$ cat src/inc/pio_cfg.svh
// constants for the parallel i/o block
// assumes a single synchronous processor-side register interface
`ifndef PIO_CFG_SVH
`define PIO_CFG_SVH
`define PIO_PORT_W 8
`define PIO_ADDR_W 3
`define PIO_SEL_DATA_A 3'h0
`define PIO_SEL_DATA_B 3'h1
`define PIO_SEL_DATA_C 3'h2
`define PIO_SEL_DATA_D 3'h3
`define PIO_SEL_DIR_A 3'h4
`define PIO_SEL_DIR_B 3'h5
`define PIO_SEL_DIR_C 3'h6
`define PIO_SEL_NONE 3'h7
`define PIO_FIX_IN_RST 5'h1f
`define PIO_DIR_RST 8'h00
`define PIO_LATCH_RST 8'h00
`define PIO_FIXED_MASK 8'hbf
`define PIO_SER_BITS 8'h03
`define PIO_SPI_BITS 8'h3c
`define PIO_BIT_RXD 0
`define PIO_BIT_TXD 1
`define PIO_BIT_MISO 2
`define PIO_BIT_MOSI 3
`define PIO_BIT_SCK 4
`define PIO_BIT_SS 5
`endif

$ cat src/inc/pio_pkg.sv
// types shared by the parallel i/o block
// assumes pio_cfg.svh is on the include path
`default_nettype none
package pio_pkg;
   typedef struct packed {
      logic [7:0] out;
      logic [7:0] oe;
   } pin_drive_t;
   typedef struct packed {
      logic rx_en;
      logic tx_en;
      logic spi_en;
   } serial_ctl_t;
endpackage
`default_nettype wire

$ cat src/rtl/parallel_io_ports.sv
// parallel i/o: three bidirectional ports and one fixed input port
// assumes pin inputs synchronous to clk_sys; processor access is a one-cycle strobe
// Operation
// - each bidirectional port has an 8-bit direction register, one bit per pin
// - direction one drives pin from latch; a write updates latch and pin
// - direction zero leaves pin undriven, but writes still load the latch
// - reading an input-direction bit returns the pin level
// - reading an output-direction bit returns the latch value
// - reset clears all direction registers, making every pin an input
// - direction registers are writable and read back the last value
// - fixed port has seven input bits 0-5 and 7, no data register
// - with serial functions off, fixed port reads give pin levels at read
// - reset disables all special-function drivers on the fixed port
// - serial receiver and transmitter both enabled make fixed bits 0,1 read zero
// - with spi disabled, fixed bits 2-5 read the pin states
// - serial unit uses fixed bit 0 as receive input, bit 1 as transmit
// - spi uses fixed bits 2-5 as miso, mosi, sck, ss
`include "pio_cfg.svh"
`default_nettype none
module parallel_io_ports #(
   parameter int PORT_W = `PIO_PORT_W
) (
   input wire logic clk_sys,
   input wire logic arst_n,
   input wire logic cpu_wr,
   input wire logic cpu_rd,
   input wire logic [`PIO_ADDR_W-1:0] cpu_addr,
   input wire logic [PORT_W-1:0] cpu_wdata,
   output var logic [PORT_W-1:0] cpu_rdata,
   input wire logic [PORT_W-1:0] first_bidir_port_pins_i,
   output var logic [PORT_W-1:0] first_bidir_port_pins_o,
   output var logic [PORT_W-1:0] first_bidir_port_pins_oe,
   input wire logic [PORT_W-1:0] second_bidir_port_pins_i,
   output var logic [PORT_W-1:0] second_bidir_port_pins_o,
   output var logic [PORT_W-1:0] second_bidir_port_pins_oe,
   input wire logic [PORT_W-1:0] third_bidir_port_pins_i,
   output var logic [PORT_W-1:0] third_bidir_port_pins_o,
   output var logic [PORT_W-1:0] third_bidir_port_pins_oe,
   input wire logic [PORT_W-1:0] input_only_port_pins,
   input wire pio_pkg::serial_ctl_t serial_ctl,
   input wire logic serial_tx_data,
   input wire logic spi_miso_out,
   input wire logic spi_miso_oe,
   input wire logic spi_mosi_out,
   input wire logic spi_mosi_oe,
   input wire logic spi_sck_out,
   input wire logic spi_sck_oe,
   output var logic serial_receive_input,
   output var logic spi_miso_in,
   output var logic spi_mosi_in,
   output var logic spi_sck_in,
   output var logic spi_ss_n_in,
   output var pio_pkg::pin_drive_t fixed_drive
);
   import pio_pkg::*;

   logic [PORT_W-1:0] dir_r [3];
   logic [PORT_W-1:0] dir_nxt [3];
   logic [PORT_W-1:0] latch_r [3];
   logic [PORT_W-1:0] latch_nxt [3];
   logic [PORT_W-1:0] pin_in [3];
   logic [PORT_W-1:0] rdata_nxt;
   pin_drive_t fixed_nxt;
   logic [4:0] fix_in_nxt;
   logic [4:0] fix_in_r;

   // mixes pin and latch per direction bit
   function automatic logic [PORT_W-1:0] port_view(input logic [PORT_W-1:0] dir,
      input logic [PORT_W-1:0] lat, input logic [PORT_W-1:0] pin);
      port_view = (dir & lat) | (~dir & pin);
   endfunction

   assign pin_in[0] = first_bidir_port_pins_i;
   assign pin_in[1] = second_bidir_port_pins_i;
   assign pin_in[2] = third_bidir_port_pins_i;

   always_comb begin
      for (int p = 0; p < 3; p++) begin
         dir_nxt[p] = dir_r[p];
         latch_nxt[p] = latch_r[p];
      end
      if (cpu_wr) begin
         unique case (cpu_addr)
            `PIO_SEL_DATA_A: latch_nxt[0] = cpu_wdata;
            `PIO_SEL_DATA_B: latch_nxt[1] = cpu_wdata;
            `PIO_SEL_DATA_C: latch_nxt[2] = cpu_wdata;
            `PIO_SEL_DIR_A: dir_nxt[0] = cpu_wdata;
            `PIO_SEL_DIR_B: dir_nxt[1] = cpu_wdata;
            `PIO_SEL_DIR_C: dir_nxt[2] = cpu_wdata;
            default: ;
         endcase
      end
   end

   always_ff @(posedge clk_sys or negedge arst_n) begin
      if (!arst_n) begin
         for (int p = 0; p < 3; p++) begin
            dir_r[p] <= `PIO_DIR_RST;
            latch_r[p] <= `PIO_LATCH_RST;
         end
      end else begin
         for (int p = 0; p < 3; p++) begin
            dir_r[p] <= dir_nxt[p];
            latch_r[p] <= latch_nxt[p];
         end
      end
   end

   // direction and latch registers
   AST_DIR_B_WRITE: assert property (@(posedge clk_sys) disable iff (!arst_n)
      cpu_wr && cpu_addr == `PIO_SEL_DIR_B |=> second_bidir_port_pins_oe == $past(cpu_wdata))
      else $error("port b direction write lost");
   AST_DIR_C_WRITE: assert property (@(posedge clk_sys) disable iff (!arst_n)
      cpu_wr && cpu_addr == `PIO_SEL_DIR_C |=> third_bidir_port_pins_oe == $past(cpu_wdata))
      else $error("port c direction write lost");
   AST_LATCH_A_WRITE: assert property (@(posedge clk_sys) disable iff (!arst_n)
      cpu_wr && cpu_addr == `PIO_SEL_DATA_A |=> first_bidir_port_pins_o == $past(cpu_wdata))
      else $error("port a latch write lost");
   AST_LATCH_C_WRITE: assert property (@(posedge clk_sys) disable iff (!arst_n)
      cpu_wr && cpu_addr == `PIO_SEL_DATA_C |=> third_bidir_port_pins_o == $past(cpu_wdata))
      else $error("port c latch write lost");
   AST_DIR_HOLD: assert property (@(posedge clk_sys) disable iff (!arst_n)
      !cpu_wr |=> $stable(first_bidir_port_pins_oe) && $stable(second_bidir_port_pins_oe)
      && $stable(third_bidir_port_pins_oe))
      else $error("direction changed without a write");
   AST_LATCH_HOLD: assert property (@(posedge clk_sys) disable iff (!arst_n)
      !cpu_wr |=> $stable(first_bidir_port_pins_o) && $stable(second_bidir_port_pins_o)
      && $stable(third_bidir_port_pins_o))
      else $error("latch changed without a write");
   AST_DATA_WR_KEEPS_DIR: assert property (@(posedge clk_sys) disable iff (!arst_n)
      cpu_wr && cpu_addr == `PIO_SEL_DATA_A |=> $stable(first_bidir_port_pins_oe))
      else $error("data write disturbed direction");
   AST_REFUSED_WRITE: assert property (@(posedge clk_sys) disable iff (!arst_n)
      cpu_wr && (cpu_addr == `PIO_SEL_DATA_D || cpu_addr == `PIO_SEL_NONE)
      |=> $stable(first_bidir_port_pins_o) && $stable(first_bidir_port_pins_oe))
      else $error("ignored address changed a register");

   // pin drive straight from registers, no extra stage
   always_comb begin
      first_bidir_port_pins_o = latch_r[0];
      first_bidir_port_pins_oe = dir_r[0];
      second_bidir_port_pins_o = latch_r[1];
      second_bidir_port_pins_oe = dir_r[1];
      third_bidir_port_pins_o = latch_r[2];
      third_bidir_port_pins_oe = dir_r[2];
   end

   // fixed port: special-function drivers and input routing
   always_comb begin
      fixed_nxt = '0;
      if (serial_ctl.tx_en) begin
         fixed_nxt.out[`PIO_BIT_TXD] = serial_tx_data;
         fixed_nxt.oe[`PIO_BIT_TXD] = 1'b1;
      end
      if (serial_ctl.spi_en) begin
         fixed_nxt.out[`PIO_BIT_MISO] = spi_miso_out;
         fixed_nxt.oe[`PIO_BIT_MISO] = spi_miso_oe;
         fixed_nxt.out[`PIO_BIT_MOSI] = spi_mosi_out;
         fixed_nxt.oe[`PIO_BIT_MOSI] = spi_mosi_oe;
         fixed_nxt.out[`PIO_BIT_SCK] = spi_sck_out;
         fixed_nxt.oe[`PIO_BIT_SCK] = spi_sck_oe;
      end
      fix_in_nxt = {input_only_port_pins[`PIO_BIT_SS], input_only_port_pins[`PIO_BIT_SCK],
         input_only_port_pins[`PIO_BIT_MOSI], input_only_port_pins[`PIO_BIT_MISO],
         input_only_port_pins[`PIO_BIT_RXD]};
   end

   always_ff @(posedge clk_sys or negedge arst_n) begin
      if (!arst_n) begin
         fixed_drive <= '0;
         fix_in_r <= `PIO_FIX_IN_RST;
      end else begin
         fixed_drive <= fixed_nxt;
         fix_in_r <= fix_in_nxt;
      end
   end

   // fixed port drive and input copies
   AST_TX_DRIVE: assert property (@(posedge clk_sys) disable iff (!arst_n)
      serial_ctl.tx_en |=> fixed_drive.oe[`PIO_BIT_TXD]
      && fixed_drive.out[`PIO_BIT_TXD] == $past(serial_tx_data))
      else $error("transmit pin not driven");
   AST_TX_OFF: assert property (@(posedge clk_sys) disable iff (!arst_n)
      !serial_ctl.tx_en |=> !fixed_drive.oe[`PIO_BIT_TXD])
      else $error("transmit pin driven while transmitter off");
   AST_RX_UNDRIVEN: assert property (@(posedge clk_sys) disable iff (!arst_n)
      !fixed_drive.oe[`PIO_BIT_RXD])
      else $error("receive pin driven");
   AST_UPPER_UNDRIVEN: assert property (@(posedge clk_sys) disable iff (!arst_n)
      fixed_drive.oe[`PIO_PORT_W-1:`PIO_BIT_SS] == '0)
      else $error("select or upper fixed pins driven");
   AST_SPI_DRIVE: assert property (@(posedge clk_sys) disable iff (!arst_n)
      serial_ctl.spi_en |=> fixed_drive.oe[`PIO_BIT_SCK:`PIO_BIT_MISO]
      == $past({spi_sck_oe, spi_mosi_oe, spi_miso_oe}))
      else $error("spi enables not routed");
   AST_SPI_OUT: assert property (@(posedge clk_sys) disable iff (!arst_n)
      serial_ctl.spi_en |=> fixed_drive.out[`PIO_BIT_SCK:`PIO_BIT_MISO]
      == $past({spi_sck_out, spi_mosi_out, spi_miso_out}))
      else $error("spi outputs not routed");
   AST_SPI_OFF: assert property (@(posedge clk_sys) disable iff (!arst_n)
      !serial_ctl.spi_en |=> fixed_drive.oe[`PIO_BIT_SCK:`PIO_BIT_MISO] == 3'h0)
      else $error("spi pins driven while spi off");
   AST_RESET_DRIVE: assert property (@(posedge clk_sys)
      $rose(arst_n) |-> fixed_drive.oe == '0)
      else $error("fixed port driven out of reset");
   AST_RX_ROUTE: assert property (@(posedge clk_sys) disable iff (!arst_n)
      1'b1 |=> serial_receive_input == $past(input_only_port_pins[`PIO_BIT_RXD]))
      else $error("receive input not copied from pin");
   AST_SPI_ROUTE: assert property (@(posedge clk_sys) disable iff (!arst_n)
      1'b1 |=> {spi_ss_n_in, spi_sck_in, spi_mosi_in, spi_miso_in}
      == $past(input_only_port_pins[`PIO_BIT_SS:`PIO_BIT_MISO]))
      else $error("spi inputs not copied from pins");

   always_comb begin
      serial_receive_input = fix_in_r[0];
      spi_miso_in = fix_in_r[1];
      spi_mosi_in = fix_in_r[2];
      spi_sck_in = fix_in_r[3];
      spi_ss_n_in = fix_in_r[4];
   end

   // read data registered one cycle after the read strobe
   always_comb begin
      rdata_nxt = '0;
      if (cpu_rd) begin
         unique case (cpu_addr)
            `PIO_SEL_DATA_A: rdata_nxt = port_view(dir_r[0], latch_r[0], pin_in[0]);
            `PIO_SEL_DATA_B: rdata_nxt = port_view(dir_r[1], latch_r[1], pin_in[1]);
            `PIO_SEL_DATA_C: rdata_nxt = port_view(dir_r[2], latch_r[2], pin_in[2]);
            `PIO_SEL_DATA_D: begin
               rdata_nxt = input_only_port_pins & `PIO_FIXED_MASK;
               if (serial_ctl.rx_en && serial_ctl.tx_en)
                  rdata_nxt = rdata_nxt & ~`PIO_SER_BITS;
            end
            `PIO_SEL_DIR_A: rdata_nxt = dir_r[0];
            `PIO_SEL_DIR_B: rdata_nxt = dir_r[1];
            `PIO_SEL_DIR_C: rdata_nxt = dir_r[2];
            default: rdata_nxt = '0;
         endcase
      end
   end

   always_ff @(posedge clk_sys or negedge arst_n) begin
      if (!arst_n)
         cpu_rdata <= '0;
      else
         cpu_rdata <= rdata_nxt;
   end

   // read data path
   AST_RDATA_IDLE: assert property (@(posedge clk_sys) disable iff (!arst_n)
      !cpu_rd |=> cpu_rdata == '0)
      else $error("read data not idle");
   AST_DIR_A_READ: assert property (@(posedge clk_sys) disable iff (!arst_n)
      cpu_rd && cpu_addr == `PIO_SEL_DIR_A |=> cpu_rdata == $past(first_bidir_port_pins_oe))
      else $error("port a direction readback mismatch");
   AST_DIR_B_READ: assert property (@(posedge clk_sys) disable iff (!arst_n)
      cpu_rd && cpu_addr == `PIO_SEL_DIR_B |=> cpu_rdata == $past(second_bidir_port_pins_oe))
      else $error("port b direction readback mismatch");
   AST_READ_B_MIX: assert property (@(posedge clk_sys) disable iff (!arst_n)
      cpu_rd && cpu_addr == `PIO_SEL_DATA_B |=> cpu_rdata ==
      (($past(second_bidir_port_pins_oe) & $past(second_bidir_port_pins_o)) |
      (~$past(second_bidir_port_pins_oe) & $past(second_bidir_port_pins_i))))
      else $error("port b read not pin or latch per direction");
   AST_READ_C_MIX: assert property (@(posedge clk_sys) disable iff (!arst_n)
      cpu_rd && cpu_addr == `PIO_SEL_DATA_C |=> cpu_rdata ==
      (($past(third_bidir_port_pins_oe) & $past(third_bidir_port_pins_o)) |
      (~$past(third_bidir_port_pins_oe) & $past(third_bidir_port_pins_i))))
      else $error("port c read not pin or latch per direction");
   AST_REFUSED_READ: assert property (@(posedge clk_sys) disable iff (!arst_n)
      cpu_rd && cpu_addr == `PIO_SEL_NONE |=> cpu_rdata == '0)
      else $error("unused address read not zero");
   AST_FIXED_SER_PINS: assert property (@(posedge clk_sys) disable iff (!arst_n)
      cpu_rd && cpu_addr == `PIO_SEL_DATA_D && !(serial_ctl.rx_en && serial_ctl.tx_en)
      |=> cpu_rdata[`PIO_BIT_TXD:`PIO_BIT_RXD] == $past(input_only_port_pins[1:0]))
      else $error("serial bits not pin levels");
   AST_FIXED_BIT7: assert property (@(posedge clk_sys) disable iff (!arst_n)
      cpu_rd && cpu_addr == `PIO_SEL_DATA_D |=> cpu_rdata[7] == $past(input_only_port_pins[7]))
      else $error("fixed port bit 7 not pin level");

   AST_DIR_RESET: assert property (@(posedge clk_sys)
      $rose(arst_n) |-> (first_bidir_port_pins_oe == '0
      && second_bidir_port_pins_oe == '0 && third_bidir_port_pins_oe == '0))
      else $error("direction not cleared by reset");
   AST_OE_FOLLOWS_DIR: assert property (@(posedge clk_sys) disable iff (!arst_n)
      cpu_wr && cpu_addr == `PIO_SEL_DIR_A |=> first_bidir_port_pins_oe == $past(cpu_wdata))
      else $error("oe not updated next cycle after direction write");
   AST_LATCH_WRITE: assert property (@(posedge clk_sys) disable iff (!arst_n)
      cpu_wr && cpu_addr == `PIO_SEL_DATA_B |=> second_bidir_port_pins_o == $past(cpu_wdata))
      else $error("latch write lost");
   AST_DIR_READBACK: assert property (@(posedge clk_sys) disable iff (!arst_n)
      cpu_rd && cpu_addr == `PIO_SEL_DIR_C |=> cpu_rdata == $past(third_bidir_port_pins_oe))
      else $error("direction readback mismatch");
   AST_READ_MIX: assert property (@(posedge clk_sys) disable iff (!arst_n)
      cpu_rd && cpu_addr == `PIO_SEL_DATA_A |=> cpu_rdata ==
      (($past(first_bidir_port_pins_oe) & $past(first_bidir_port_pins_o)) |
      (~$past(first_bidir_port_pins_oe) & $past(first_bidir_port_pins_i))))
      else $error("port read not pin or latch per direction");
   AST_FIXED_BIT6: assert property (@(posedge clk_sys) disable iff (!arst_n)
      cpu_rd && cpu_addr == `PIO_SEL_DATA_D |=> cpu_rdata[6] == 1'b0)
      else $error("fixed port bit 6 not zero");
   AST_SER_ZERO: assert property (@(posedge clk_sys) disable iff (!arst_n)
      cpu_rd && cpu_addr == `PIO_SEL_DATA_D && serial_ctl.rx_en && serial_ctl.tx_en
      |=> cpu_rdata[1:0] == 2'h0)
      else $error("serial bits not zero");
   AST_SPI_PINS: assert property (@(posedge clk_sys) disable iff (!arst_n)
      cpu_rd && cpu_addr == `PIO_SEL_DATA_D && !serial_ctl.spi_en
      |=> cpu_rdata[5:2] == $past(input_only_port_pins[5:2]))
      else $error("spi bits not pin levels");
   AST_NO_DRIVE_IDLE: assert property (@(posedge clk_sys) disable iff (!arst_n)
      !serial_ctl.tx_en && !serial_ctl.spi_en |=> fixed_drive.oe == '0)
      else $error("fixed port driven with functions off");
endmodule // parallel_io_ports
`default_nettype wire

$ cat config.mk
export PLATFORM = sky130hd
export DESIGN_NAME = parallel_io_ports
export DESIGN_NICKNAME = d
export VERILOG_FILES = /design/src/inc/pio_pkg.sv /design/src/rtl/parallel_io_ports.sv
export VERILOG_INCLUDE_DIRS = /design/src /design/src/inc
export SDC_FILE = /design/constraint.sdc
export NUM_CORES = 1
export LEC_CHECK = 0
export ABC_AREA = 1
export BUFFER_PORTS_ARGS = -buffer_cell sky130_fd_sc_hd__buf_2
export CAP_MARGIN = 0
export CORE_ASPECT_RATIO = 0.6
export CORE_MARGIN = 8
export CORE_UTILIZATION = 35
export CTS_BUF_LIST = sky130_fd_sc_hd__clkbuf_4 sky130_fd_sc_hd__clkbuf_8 sky130_fd_sc_hd__clkbuf_16
export DETAILED_ROUTE_END_ITERATION = 12
export MAX_ROUTING_LAYER = met4
export SYNTH_ARGS = -nofsm -noshare
export SYNTH_HDL_FRONTEND = slang
export SYNTH_SLANG_ARGS = --single-unit
$ cat constraint.sdc
create_clock -name clk_sys -period 2.5 [get_ports clk_sys]
set_clock_uncertainty 0.15 [all_clocks]
set_input_delay 0.5 -clock clk_sys [delete_from_list [all_inputs] [get_ports clk_sys]]
set_output_delay 0.5 -clock clk_sys [all_outputs]
set_load 0.005 [all_outputs]
==> metrics.yaml <==
start_util_pct: 35.91
syn_inst: 435
drcViolationCount: 0
post_cts_resized: 0
netlist_top_cells_count: "nand2_1, dfrtp_1, inv_1"
setup_viol: 0
grt_pass1_vias: 3101
cts_tree: "built"
drt_iter0_markers: 179
antenna_found_initial: 1
place.gp.congestion: 0.7899
globalRouteOverflowTotal: 0
clockBufferDepth: 2
status: "finished clean"
wirelength_um: 10710
cp-start-kind: "primary input"
netlist_area_um2: 3522
worst_ep_arrival_time_ns: 1.82
routedWlPerCell_um: 15.32
vias: 3177
synth-edff-count: 0
worst_pin_slew_ns: 0.5487
p_leak_nw: 2.547
crit_path_end_kind: "register"
grt_usage_pct: 16.57
yosys.cell_types.count: 22
io_pins: 134
ys_warn_count: 0
worst-endpoint-required_ns: 2.56
period_needed_ns: 1.752
postRouteAntennaNets: 0
insertion_delay_ns: 0.33
final_layout_size_suffix_gt1_share_pct: 33.21
final_nets: 615
async_flop_share_pct: 100.0
clock-sinks: 69
worstPathMaxFanout: 17
ir_drop_uv: 346.6
grt_max_degree: 70
die_area_um2: 13630
fin_crit_sh_pct: 70.10
synth_top_area_cell: "dfrtp_1"
maxSlewHeadroom_pct: 63.30
placementRows: 28
port_buffers: 124
fin_ws_ns: 0.7476
dr.pass1.iters: 5
yosysMostFrequentCell: "nand2_1"
cts_setup_buffers: 0
whs_ns: 0.03616
setup-tns-final_ns: 0
die_h_um: 93.71
viasPerCell: 4.545
synth_flop_cell: "dfrtp_1"
avgSynthCellArea_um2: 8.097
clk_pin_slew_worst_paths_ns: 0.06
final_hold_viol_count: 0
cts_htree_levels: 3
worst-setup-path-type: "primary input to register"
cts_hold_buf: 0
synth_seq_area_share_pct: 49.20
numCtsBuffers: 9
synth.ff_latch_count: 69
powerDensity_nw_per_um2: 774.5
hpwlAfterDp_um: 8177
dp_slack_ns: 0.3959
grt_pass1_wl_um: 17160
max_freq_ghz: 0.5706
core_um2: 9809
utilization_pct: 45.85
drv_cap: 0
cts_root_buf: "clkbuf_16"
grt_setup_unrepaired: "no"
dieWidth_um: 145.5
area_growth_pct: 27.71
synth_area_leaders: "dfrtp_1, nand2_1, inv_1"
netlist.area_leader.share_pct: 45.47
final_max_slew_viol_count: 0
hold_class: "primary input to asynchronous set/reset pin"
cell type report:
cell class,instances,area [µm²]
flip-flops and latches,69,1733
multi-input cells,296,1414
well taps,135,168.9
repair buffers,126,648.1
fillers,1007,5311
clock buffers,13,274.0
diodes,1,2.502
inverters,56,215.2
clock inverters,3,42.54
power by group:
group          leakage [nW]  switching (mW)  internal [mW]
combinational          1.53           0.384          0.297
sequential            0.865           0.176           1.29
clock                 0.155           0.473          0.863
worst paths after layout:
check                      slack, ns                         end                    startpoint  depth (start not counted)
max                             0.75  first_bidir_port_pins_o[3]                   cpu_addr[0]                          5
min                             0.04                cpu_rdata[6]                        arst_n                          2
max reg2reg                     1.13                cpu_rdata[3]  second_bidir_port_pins_oe[3]                          7
min reg2reg                     0.36  third_bidir_port_pins_o[6]    third_bidir_port_pins_o[6]                          2
max in group asynchronous       1.86                 fix_in_r[0]                        arst_n                          2
min in group clk_sys            0.13                 fix_in_r[0]       input_only_port_pins[0]                          1
cells in the final DEF (no fill, tap or decap), drive strengths merged:
| cell | count |
|---|---|
| nand4 | 19 |
| o21ai | 55 |
| buf | 126 |
| nand2 | 171 |
| bufinv | 1 |
| conb | 8 |
| clkbuf | 13 |
| nand3 | 15 |
| dfstp | 5 |
| dfrtp | 64 |
| diode | 1 |
| nor3 | 1 |
| inv | 56 |
| clkinv | 1 |
| clkinvlp | 1 |
| nor2 | 27 |
logic make-up after synthesis:
logic type	Yosys count	synth area share, %
AO/OA/AOI/OAI	55	10.05
buffers and inverters	77	11.40
flip-flops	69	49.20
other	1	0.1065
AND/OR/NAND/NOR	233	29.24
metal layers:
metal	share of wire, %	track usage [%]	vias to the layer above
li1	-	-	1607
met1	49	23.26	1450
met2	41	22.37	118
met3	9.4	5.772	2
met4	0.14	3.359	0
met5	0	-	-
sequential cells by signal, summed over array words and instances, names as in the netlist:
signal,flops
cpu_rdata,8
first_bidir_port_pins_o,8
first_bidir_port_pins_oe,8
fix_in_r,5
fixed_drive,8
second_bidir_port_pins_o,8
second_bidir_port_pins_oe,8
third_bidir_port_pins_o,8
third_bidir_port_pins_oe,8
metrics by stage:
step	instance area [µm²]	power [mW]	cells
3_5_place_dp	4179	2.180	682
4_1_cts	4496	3.524	698
6_report	4498	3.484	699
5_1_grt	4498	3.691	699
2_1_floorplan	3548	1.812	442
3_3_place_gp	4179	2.158	682
worst max-delay path, cell delays in order:
cell	delay [ns]
buf_2	0.24
nor3_4	0.53
nand2_4	0.30
nand2_1	0.17
o21ai_2	0.07
(Power assumes the default switching activity.)
